<file path="config.mk">
export PLATFORM = sky130hd
export DESIGN_NAME = adcrl_regs
export DESIGN_NICKNAME = d
export VERILOG_FILES = /design/src/hw/adcrl_pkg.sv /design/src/hw/adcrl_regs.sv
export VERILOG_INCLUDE_DIRS = /design/src /design/src/hw
export SDC_FILE = /design/constraint.sdc
export NUM_CORES = 1
export LEC_CHECK = 0
export BUFFER_PORTS_ARGS = -buffer_cell sky130_fd_sc_hd__buf_2
export CORE_UTILIZATION = 40
export CTS_CLUSTER_SIZE = 25
export DETAILED_ROUTE_END_ITERATION = 7
export PLACE_DENSITY = 0.66
export SLEW_MARGIN = 5
export SYNTH_ARGS = -nofsm -noshare
export SYNTH_HDL_FRONTEND = slang
export SYNTH_SLANG_ARGS = --single-unit
</file>
<file path="constraint.sdc">
create_clock -name clk_sys -period 1.4 [get_ports clk_sys]
set_input_delay 0.35 -clock clk_sys [delete_from_list [all_inputs] [get_ports clk_sys]]
set_output_delay 0.35 -clock clk_sys [all_outputs]
set_load 0.03 [all_outputs]
</file>
<file path="src/hw/adcrl_cfg.svh">
// Register offsets, field positions and reset values of the result and drive registers.
`ifndef ADCRL_CFG_SVH
`define ADCRL_CFG_SVH
`define ADCRL_OFF_THERM 8'h3F
`define ADCRL_OFF_DIE_TEMPERATURE 8'h41
`define ADCRL_OFF_DPLUS 8'h43
`define ADCRL_OFF_DMINUS 8'h45
`define ADCRL_OFF_DRIVE 8'h47
`define ADCRL_OFF_PART 8'h48
`define ADCRL_DRV_RESET 8'h00
`define ADCRL_DP_HI 7
`define ADCRL_DP_LO 5
`define ADCRL_DM_HI 4
`define ADCRL_DM_LO 2
`define ADCRL_RSV_HI 1
`define ADCRL_PN_HI 5
`define ADCRL_PN_LO 3
`define ADCRL_REV_HI 2
`define ADCRL_REV_LO 0
`define ADCRL_TOP_ZERO 2'h0
`define ADCRL_READ_ZERO 8'h00
`define ADCRL_RES_RESET 16'h0000
`endif

</file>
<file path="src/hw/adcrl_pkg.sv">
// Types shared by the result and line drive register bank.
package adcrl_pkg;
    typedef struct packed {
        logic [15:0] thermistor_ratio_value;
        logic [15:0] die_temperature_value;
        logic [15:0] positive_line_voltage_value;
        logic [15:0] negative_line_voltage_value;
    } adcrl_results_s;
    typedef struct packed {
        logic [2:0] positive_line_drive_select;
        logic [2:0] negative_line_drive_select;
    } adcrl_drive_s;
endpackage

</file>
<file path="src/hw/adcrl_regs.sv">
// Measurement result, data-line drive and part identification registers.
`timescale 1ns/10ps
`include "adcrl_cfg.svh"
module adcrl_regs #(
    parameter logic [2:0] PART_NUMBER = 3'h0, // Arbitrary neutral value.
    parameter logic [2:0] REVISION = 3'h0 // Arbitrary neutral value.
) (
    // Clock and reset
    input wire logic clk_sys,
    input wire logic rstn,
    // Byte register port from the host interface
    input wire logic [7:0] reg_addr,
    input wire logic reg_wr,
    input wire logic reg_rd,
    input wire logic [7:0] reg_wdata,
    input wire logic xfer_active,
    output logic [7:0] reg_rdata,
    // Converter results and update strobe
    input wire adcrl_pkg::adcrl_results_s adc_results,
    input wire logic adc_update,
    // Drive selects to the line drivers
    output adcrl_pkg::adcrl_drive_s drive_sel
);
    ////////////////////////////////////////////////////////////////////////////
    // Result snapshot. The host sees a frozen copy while a transfer is open, so
    // a high and low byte pair always comes from one conversion.
    adcrl_pkg::adcrl_results_s live_r;
    adcrl_pkg::adcrl_results_s snap_r;
    logic [7:0] drive_r;
    logic [7:0] rdata_r;
    wire take_snap = !xfer_active;
    always_ff @(posedge clk_sys or negedge rstn) begin
        if (!rstn) begin
            live_r <= '0;
            snap_r <= '0;
        end else begin
            if (adc_update) begin
                live_r <= adc_results;
            end
            if (take_snap) begin
                snap_r <= adc_update ? adc_results : live_r;
            end
        end
    end
    ////////////////////////////////////////////////////////////////////////////
    // Drive register. Reserved bits 1-0 are stored as written.
    wire drive_hit = reg_wr && (reg_addr == `ADCRL_OFF_DRIVE);
    always_ff @(posedge clk_sys or negedge rstn) begin
        if (!rstn) begin
            drive_r <= `ADCRL_DRV_RESET;
        end else if (drive_hit) begin
            drive_r <= reg_wdata;
        end
    end
    assign drive_sel.positive_line_drive_select = drive_r[`ADCRL_DP_HI:`ADCRL_DP_LO];
    assign drive_sel.negative_line_drive_select = drive_r[`ADCRL_DM_HI:`ADCRL_DM_LO];
    ////////////////////////////////////////////////////////////////////////////
    // Read decode. The high byte sits at the listed offset, the low byte next.
    wire [7:0] part_byte = {`ADCRL_TOP_ZERO, PART_NUMBER, REVISION};
    wire [7:0] a = reg_addr;
    wire [7:0] rd_mux =
        (a == `ADCRL_OFF_THERM) ? snap_r.thermistor_ratio_value[15:8] :
        (a == `ADCRL_OFF_THERM + 8'h01) ? snap_r.thermistor_ratio_value[7:0] :
        (a == `ADCRL_OFF_DIE_TEMPERATURE) ? snap_r.die_temperature_value[15:8] :
        (a == `ADCRL_OFF_DIE_TEMPERATURE + 8'h01) ? snap_r.die_temperature_value[7:0] :
        (a == `ADCRL_OFF_DPLUS) ? snap_r.positive_line_voltage_value[15:8] :
        (a == `ADCRL_OFF_DPLUS + 8'h01) ? snap_r.positive_line_voltage_value[7:0] :
        (a == `ADCRL_OFF_DMINUS) ? snap_r.negative_line_voltage_value[15:8] :
        (a == `ADCRL_OFF_DMINUS + 8'h01) ? snap_r.negative_line_voltage_value[7:0] :
        (a == `ADCRL_OFF_DRIVE) ? drive_r :
        (a == `ADCRL_OFF_PART) ? part_byte :
        `ADCRL_READ_ZERO;
    always_ff @(posedge clk_sys or negedge rstn) begin
        if (!rstn) begin
            rdata_r <= `ADCRL_READ_ZERO;
        end else if (reg_rd) begin
            rdata_r <= rd_mux;
        end
    end
    assign reg_rdata = rdata_r;
    ////////////////////////////////////////////////////////////////////////////
    // Checks.
    drive_reset_a: assert property (@(posedge clk_sys) $rose(rstn) |-> drive_r == `ADCRL_DRV_RESET)
        else $error("drive select not zero after reset");
    drive_write_a: assert property (@(posedge clk_sys) disable iff (!rstn)
        reg_wr && reg_addr == `ADCRL_OFF_DRIVE |=>
        drive_sel.positive_line_drive_select == $past(reg_wdata[`ADCRL_DP_HI:`ADCRL_DP_LO]))
        else $error("positive drive select not written");
    neg_write_a: assert property (@(posedge clk_sys) disable iff (!rstn)
        reg_wr && reg_addr == `ADCRL_OFF_DRIVE |=>
        drive_sel.negative_line_drive_select == $past(reg_wdata[`ADCRL_DM_HI:`ADCRL_DM_LO]))
        else $error("negative drive select not written");
    drive_hold_a: assert property (@(posedge clk_sys) disable iff (!rstn)
        !(reg_wr && reg_addr == `ADCRL_OFF_DRIVE) |=> $stable(drive_r))
        else $error("drive register changed without write");
    part_read_a: assert property (@(posedge clk_sys) disable iff (!rstn)
        reg_rd && reg_addr == `ADCRL_OFF_PART |=> reg_rdata == {`ADCRL_TOP_ZERO, PART_NUMBER, REVISION})
        else $error("part register read wrong");
    part_top_a: assert property (@(posedge clk_sys) disable iff (!rstn)
        reg_rd && reg_addr == `ADCRL_OFF_PART |=> reg_rdata[7:6] == `ADCRL_TOP_ZERO)
        else $error("part register top bits not zero");
    snap_frozen_a: assert property (@(posedge clk_sys) disable iff (!rstn)
        xfer_active && $past(xfer_active) |-> $stable(snap_r))
        else $error("snapshot moved during transfer");
    die_temperature_read_a: assert property (@(posedge clk_sys) disable iff (!rstn)
        reg_rd && reg_addr == 8'h41 |=> reg_rdata == $past(snap_r.die_temperature_value[15:8]))
        else $error("die temperature high byte wrong");
    therm_read_a: assert property (@(posedge clk_sys) disable iff (!rstn)
        reg_rd && reg_addr == 8'h40 |=> reg_rdata == $past(snap_r.thermistor_ratio_value[7:0]))
        else $error("thermistor low byte wrong");
    dm_read_a: assert property (@(posedge clk_sys) disable iff (!rstn)
        reg_rd && reg_addr == 8'h46 |=> reg_rdata == $past(snap_r.negative_line_voltage_value[7:0]))
        else $error("negative line low byte wrong");
    dp_read_a: assert property (@(posedge clk_sys) disable iff (!rstn)
        reg_rd && reg_addr == 8'h43 |=> reg_rdata == $past(snap_r.positive_line_voltage_value[15:8]))
        else $error("positive line high byte wrong");
    snap_idle_a: assert property (@(posedge clk_sys) disable iff (!rstn)
        !xfer_active && adc_update |=> snap_r == $past(adc_results))
        else $error("snapshot not tracking idle update");
endmodule

</file>
# Word-level counts from Yosys, hierarchy flattened
# Index checks and enable logic that the tools add are counted.
# W data, S select, Z words.
[word_totals]
reg_bits = 144
latch_bits = 0
ramBits = 0
romBits = 0
word_cells = 30
mem_count = 0
[classes]
addsub = 0
n_mul = 0
div_mod_pow = 0
magnitude_cmp = 0
eq_ne = 9
shift = 0
muxes = 10
n_bitwise = 0
reduce_logical = 1
[ops]
columns = ["operator", "n"]
rows = [
  ["$mux W8", 9],
  ["$eq A8 B7 Y1 const B", 8],
  ["$mux W64", 1],
  ["$eq A8 B6 Y1 const B", 1],
  ["$logic_and A1 B1 Y1", 1],
]

# Depth between registers and ports, before layout
# Gate-level depths: netlist of run 1.
[logic_depth]
word_depth = 10
mapped_depth = 6

# Worst setup path before layout of run 1
# OpenSTA, ideal clock, no wires.
[synth_path]
kind = "in2reg"
start = "input reg_addr[5]"
end = "register drive_r[0]"
t_arrival_ns = 1.645
setup_slack_ns = -0.369
cell_stages = 3
n_path_buf = 0
path_cell_list = "or4b_4 -> nor4_4 -> mux2_2"
[synth_via]
elab_chain_cells = 2
[synth_lines]
columns = ["element", "line", "source"]
rows = [
  ["start: declaration", "adcrl_regs.sv:12", "input wire logic [7:0] reg_addr,"],
  ["$eq A8 B7 Y1 (no source line)", "-", ""],
  ["$logic_and A1 B1 Y1", "adcrl_regs.sv:47", "wire drive_hit = reg_wr && (reg_addr == `ADCRL_OFF_DRIVE);"],
  ["end signal: assignment", "adcrl_regs.sv:50", "drive_r <= `ADCRL_DRV_RESET;"],
  ["end signal: assignment", "adcrl_regs.sv:52", "drive_r <= reg_wdata;"],
  ["end: declaration", "adcrl_regs.sv:29", "logic [7:0] drive_r;"],
]
# Every way passes these cells.
# A chain may end at the register's enable or synchronous reset.

# Worst setup path in the final report of run 1
[layout_path]
start = "input reg_addr[5]"
end = "register drive_r[4]"
# Same word-level chain as after synthesis.

==> impl_metrics.py, run 1 <==
metrics = {
    "drt": {
        "vias": 3872,
        "drtAntennaViolNets": 0,
        "highest_layer": "met4",
        "drt_iter0_markers": 269,
        "drt_wl_total_um": 13300,
        "vias_per_cell": 5.10,
        "drc": 22,
        "wl_met1_um": 6110,
        "met2_wirelength_um": 6240,
        "first_pass_iters": 7,
        "dr_wl_met3_um": 751,
        "wire_per_inst_um": 17.5,
    },
    "clock_tree": {
        "clk_pin_slew_ns": 0.06,
        "cts_buffers": 17,
        "cts_tree": "done",
        "clkLatencyLatePin_ns": 0.42,
        "htreeDepth": 4,
        "root_buffer": "clkbuf_16",
        "cts.sinks": 144,
        "clk_path_buf_depth": 2,
    },
    "run_status": {
        "outcome": "complete, but fails checks",
        "failed_checks": "design-rule violations, negative setup slack",
    },
    "timing": {
        "fin_crit_sh_pct": 104,
        "worst_hold_slack_ns": 0.159,
        "finalSetupViolCount": 9,
        "tightestPinTransition_ns": 0.398,
        "period_minus_slack_ns": 1.45,
        "slew_headroom_pct": 73.4,
        "final_hold_viol_count": 0,
        "fin_ws_ns": -0.0537,
        "final-max-slew-violation-count": 0,
        "skew_ns": 0.0117,
        "tns_ns": -0.445,
        "rsz0062_at_grt": "yes",
        "fmaxAchievable_mhz": 688,
    },
    "die": {
        "ioPinCount": 100,
        "num_rows": 44,
        "die_w_um": 125,
        "coreArea_um2": 14600,
        "die_h_um": 125,
        "die_area_um2": 15700,
        "start_util_pct": 41.4,
    },
    "synth": {
        "netlist_instances": 433,
        "ys_ff_latch": 144,
        "synth_area_leaders": "dfrtp_1 59%, mux2_2 25%, mux2i_1 2.5%",
        "synth_nets": 519,
        "synth_edf_count": 0,
        "ys.flop_type": "dfrtp_1",
        "syn_area_um2": 6060,
        "synth_top_area_share_pct": 59.4,
        "synthArstFlopShare_pct": 100,
        "synth_area_per_cell_um2": 14.0,
        "ys_warn_count": 0,
        "yosysTopAreaCell": "dfrtp_1",
        "synth.distinct_cells": 34,
        "synth_seq_area_share_pct": 59.4,
    },
    "setup_path": {
        "max_stage_delay_ns": 0.60,
        "crit_slowest_cell": "or4b_4",
        "cp_common_cell": "buf_6",
        "worst_setup_path_start_kind": "primary input",
        "worstSetupPathType": "primary input to register",
        "critical_path.cell_chain": "buf_6 -> or4b_4 -> nor4_4 -> buf_6 -> mux2_4",
        "cp_max_fo": 8,
        "cp_data_arrival_time_ns": 1.75,
        "required_ns": 1.70,
        "cp-end-kind": "register",
    },
    "final_layout": {
        "syn_to_final_growth_pct": 28.2,
        "fill_cells": 1241,
        "most-common-layout-cells": "144 x dfrtp_1, 128 x mux2_2, 90 x buf_2, 28 x buf_4, 17 x clkbuf_16",
        "diodes": 0,
        "layout-drive-gt1-share_pct": 55.7,
        "finalNonFillerCells": 759,
        "layout_commonest_cell": "dfrtp_1",
        "nets": 649,
    },
    "power_and_ir_drop": {
        "power_leakage_nw": 3.55,
        "irDropWorstVdd_v": 0.000834,
        "p_per_area_nw_per_um2": 1350,
    },
    "hold_path": {
        "hold_path_class": "primary input to register",
    },
    "global_routing": {
        "grtUsageTotal_pct": 18.1,
        "antenna_found_initial": 0,
        "grt_max_degree": 40,
        "first_global_vias": 4248,
        "globalRouteOverflowTotal": 0,
        "grt_pass1_wl_um": 21700,
    },
    "place": {
        "routabilityCongestion": 0.907,
        "post-dp-hpwl_um": 9660,
        "pre_cts_slack_ns": -0.501,
        "io_buffers": 99,
        "dp.cells": 724,
    },
    "run": {
        "maxCapViolCount": 0,
    },
}
worst max-delay path: cells and delay by family:
kind | cells | cell delay, ns
muxes | 1 | 0.31
and+or+nand+nor | 2 | 0.79
buffers and inverters | 2 | 0.30
kinds of logic after synthesis:
kind of cell           Yosys count  share of synthesized area, %
muxes                          151                          27.7
buffers and inverters           33                          2.66
AOI/OAI and AO/OA               50                          4.93
and+or+nand+nor                 55                          5.24
DFF                            144                          59.4
area by class of cell:
| class | instances | area, um^2 | share of cell area, % |
|---|---|---|---|
| Multi-Input combinational cell | 256 | 2370 | 30.5 |
| Clock buffer | 18 | 439 | 5.65 |
| Tap cell | 184 | 230 | 2.96 |
| Clock inverter | 13 | 129 | 1.66 |
| Sequential cell | 144 | 3600 | 46.3 |
| Inverter | 4 | 15.0 | 0.193 |
| Timing Repair Buffer | 140 | 987 | 12.7 |
metrics by stage:
stage	cell area, um^2	total power [W]	utilization [%]
global placement	7080	0.00615	48.3
detailed placement	7080	0.00620	48.3
CTS	7720	0.0106	52.7
floorplan	6150	0.00564	-
global route	7770	0.0109	53.1
finish	7770	0.0105	53.1
path summary, 6_finish.rpt:
path / startpoint / to / slack (ns) / cells past startpoint
worst max-delay path: reg_addr[5] / drive_r[4]$_DFFE_PN0P_ / -0.05 / 5
worst min-delay path: reg_wdata[2] / drive_r[2]$_DFFE_PN0P_ / 0.16 / 2
worst max register to register: snap_r[12]$_DFFE_PN0N_ / reg_rdata[4]$_DFFE_PN0P_ / -0.05 / 6
worst min register to register: live_r[55]$_DFF_PN0_ / live_r[55]$_DFF_PN0_ / 0.49 / 1
max in group asynchronous: rstn / snap_r[11]$_DFFE_PN0N_ / 0.40 / 3
min in group asynchronous: rstn / reg_rdata[1]$_DFFE_PN0P_ / 0.41 / 2
cell usage after synthesis (all sizes together), types with 2 or more instances:
cell type  instances
inv                4
nor2b              8
nor2               8
nand3              9
mux2i             15
o22ai              7
clkbuf            10
buf               19
dfrtp            144
a22oi              3
nand2             16
o21ai             14
a32oi              3
mux2             136
a21oi             15
a31oi              3
or2                2
nor4               2
nand2b             4
per-layer routing:
metal  global-route usage (%)  vias up
li1                         -     1811
met1                     23.6     1930
met2                     28.8      117
met3                     5.52       14
met4                     6.46        0
met5                        0        -
report_power, final:
part	internal, W	switching [W]	total (W)
sequential	0.00464	0.000216	0.00485
clock	0.00251	0.00182	0.00433
combinational	0.000709	0.000579	0.00129
repair_timing:
action,CTS,global route
gates resized for setup,16,12
endpoints found under the setup margin,13,21
endpoints found under the hold margin,33,0
setup buffers,1,2
hold buffers,1,0
pin swaps,1,0
registers in the layout, summed over array words and instances, names as in the netlist:
signal,cells
live_r,64
snap_r,64
drive_r,8
reg_rdata,8
No activity file was read; power rests on OpenSTA's default activity.
==> run 2: changes to the inputs <==
--- a/config.mk
+++ b/config.mk
@@ -6,11 +6,12 @@
 export SDC_FILE = /design/constraint.sdc
 export NUM_CORES = 1
 export LEC_CHECK = 0
+export ABC_AREA = 0
 export BUFFER_PORTS_ARGS = -buffer_cell sky130_fd_sc_hd__buf_2
-export CORE_UTILIZATION = 40
+export CORE_UTILIZATION = 56
 export CTS_CLUSTER_SIZE = 25
 export DETAILED_ROUTE_END_ITERATION = 7
-export PLACE_DENSITY = 0.66
+export PLACE_DENSITY = 0.85
 export SLEW_MARGIN = 5
 export SYNTH_ARGS = -nofsm -noshare
 export SYNTH_HDL_FRONTEND = slang
==> run 2 against run 1 <==
Against the previous run:
- the flow finishes with violations (negative setup slack)
- via count grew 5.0%
- combinational power grew 3%
- clock power grew 5.8%
- register-to-register slack lost 0.08 ns
- utilization grew 22 points
- clock skew shrank 0.0050 ns
- largest cell class unchanged
==> impl_metrics.py, run 2 (same netlist as run 1, synthesis figures left out) <==
metrics = {
    "drt": {
        "drt_wl_total_um": 14000,
        "vias": 4067,
        "vias_per_cell": 5.70,
        "wire_per_inst_um": 19.7,
        "drc": 0,
        "drtAntennaViolNets": 0,
        "first_pass_iters": 5,
        "drt_iter0_markers": 186,
    },
    "die": {
        "start_util_pct": 58.2,
        "die_area_um2": 11200,
        "die_w_um": 106,
        "die_h_um": 106,
        "ioPinCount": 100,
        "num_rows": 37,
        "coreArea_um2": 10400,
    },
    "hold_path": {
        "hold_path_class": "primary input to register",
    },
    "place": {
        "dp.cells": 676,
        "io_buffers": 99,
        "post-dp-hpwl_um": 9440,
        "routabilityCongestion": 0.926,
        "postPlaceCellArea_um2": 7030,
    },
    "clock_tree": {
        "clk_path_buf_depth": 2,
        "root_buffer": "clkbuf_8",
        "cts_buffers": 17,
        "clk_pin_slew_ns": 0.06,
        "htreeDepth": 4,
        "cts_tree": "done",
        "clkLatencyLatePin_ns": 0.54,
        "cts.sinks": 144,
    },
    "final_layout": {
        "layout_commonest_cell": "dfrtp_1",
        "final_util_pct": 75.1,
        "layout-drive-gt1-share_pct": 56.2,
        "final_area_um2": 7820,
        "reg_top3": "live_r: 64 flops, snap_r: 64 flops",
        "syn_to_final_growth_pct": 29.0,
        "most-common-layout-cells": "144 x dfrtp_1, 136 x mux2_2, 84 x buf_2, 30 x buf_4",
        "diodes": 0,
        "fill_cells": 634,
        "finalNonFillerCells": 714,
        "nets": 651,
    },
    "timing": {
        "rsz0062_at_grt": "yes",
        "final_hold_viol_count": 0,
        "final-max-slew-violation-count": 0,
        "finalSetupViolCount": 15,
        "fin_crit_sh_pct": 109,
        "tightestPinTransition_ns": 0.389,
        "period_minus_slack_ns": 1.53,
        "fmaxAchievable_mhz": 654,
        "skew_ns": 0.00667,
        "fin_ws_ns": -0.129,
        "slew_headroom_pct": 74.1,
    },
    "setup_path": {
        "cp_max_fo": 2,
        "cp-end-kind": "register",
        "worst_setup_path_start_kind": "register",
        "crit_buf_inv": 1,
        "critical_path.cell_chain": "mux2i_1 -> o21ai_1 -> a221oi_2 -> buf_4 -> a211oi_2 -> a211o_1",
        "critical-path-top-delay-family": "compound AO/OA/AOI/OAI gates",
        "worstSetupPathType": "register to register",
        "required_ns": 1.82,
        "crit_slowest_cell": "dfrtp_1",
        "cp_data_arrival_time_ns": 1.95,
        "max_stage_delay_ns": 0.40,
    },
    "global_routing": {
        "first_global_vias": 4392,
        "grt_max_degree": 39,
        "globalRouteOverflowTotal": 0,
        "antenna_found_initial": 0,
        "grtUsageTotal_pct": 27.2,
        "grt_pass1_wl_um": 22600,
    },
    "run": {
        "maxCapViolCount": 0,
    },
    "run_status": {
        "outcome": "complete, but fails checks",
        "failed_checks": "negative setup slack",
    },
    "power_and_ir_drop": {
        "irDropWorstVdd_v": 0.000892,
        "power_leakage_nw": 3.55,
        "p_per_area_nw_per_um2": 1380,
    },
}
run 2: through the flow:
step	worst slack [ns]	setup TNS, ns	hold slack (ns)	power [W]
4_1_cts	-0.111	-0.821	0.0189	0.0108
2_1_floorplan	-0.369	-4.48	0.0544	0.00564
3_5_place_dp	-0.466	-12.63	0.262	0.00620
3_3_place_gp	-0.439	-10.62	0.256	0.00613
6_report	-0.129	-0.605	0.0363	0.0108
5_1_grt	-0.166	-1.10	0.0399	0.0112
run 2: final cells by class:
type                       instances  area, um^2  area share (%)
multi-input combinational        256        2370            30.3
clock buffer                      20         445            5.70
sequential                       144        3600            46.1
timing repair buffer             142        1060            13.5
inverter                           4        15.0           0.192
tap                              136         170            2.18
clock inverter                    12         158            2.02
run 2: worst register-to-register path, stage by stage (launching register included):
cell and delay, ns:
dfrtp_1 0.40, mux2i_1 0.19, o21ai_1 0.11, a221oi_2 0.28
buf_4 0.16, a211oi_2 0.04, a211o_1 0.24
run 2: routing by layer:
| layer | wire length (um) | up-vias | GRT usage [%] |
|---|---|---|---|
| met1 | 5610 | 2061 | 33.3 |
| li1 | - | 1815 | - |
| met5 | 0 | - | 0 |
| met2 | 7200 | 159 | 44.3 |
| met4 | 378 | 0 | 13.2 |
| met3 | 856 | 32 | 7.85 |
run 2: worst paths after layout:
path                                        start                  endpoint  slack, ns  cells after the start
max in group asynchronous                    rstn      live_r[30]$_DFF_PN0_       0.62                      3
min in group asynchronous                    rstn      live_r[15]$_DFF_PN0_       0.28                      2
setup / recovery           snap_r[12]$_DFFE_PN0N_  reg_rdata[4]$_DFFE_PN0P_      -0.13                      6
hold reg to reg              live_r[34]$_DFF_PN0_      live_r[34]$_DFF_PN0_       0.49                      1
hold / removal                       reg_wdata[5]    drive_r[5]$_DFFE_PN0P_       0.04                      2
setup reg to reg           snap_r[12]$_DFFE_PN0N_  reg_rdata[4]$_DFFE_PN0P_      -0.13                      6
run 2: power breakdown:
group,switching (W),internal [W]
clock network,0.00176,0.00282
registers,0.000249,0.00464
logic,0.000606,0.000728
run 2: what timing repair did:
item	CTS	global route
hold buffers	1	0
setup endpoints to repair	15	18
endpoints found under the hold margin	38	0
cloned	0	0
setup buffers	5	1
pin swaps	1	5
gates resized for setup	30	9
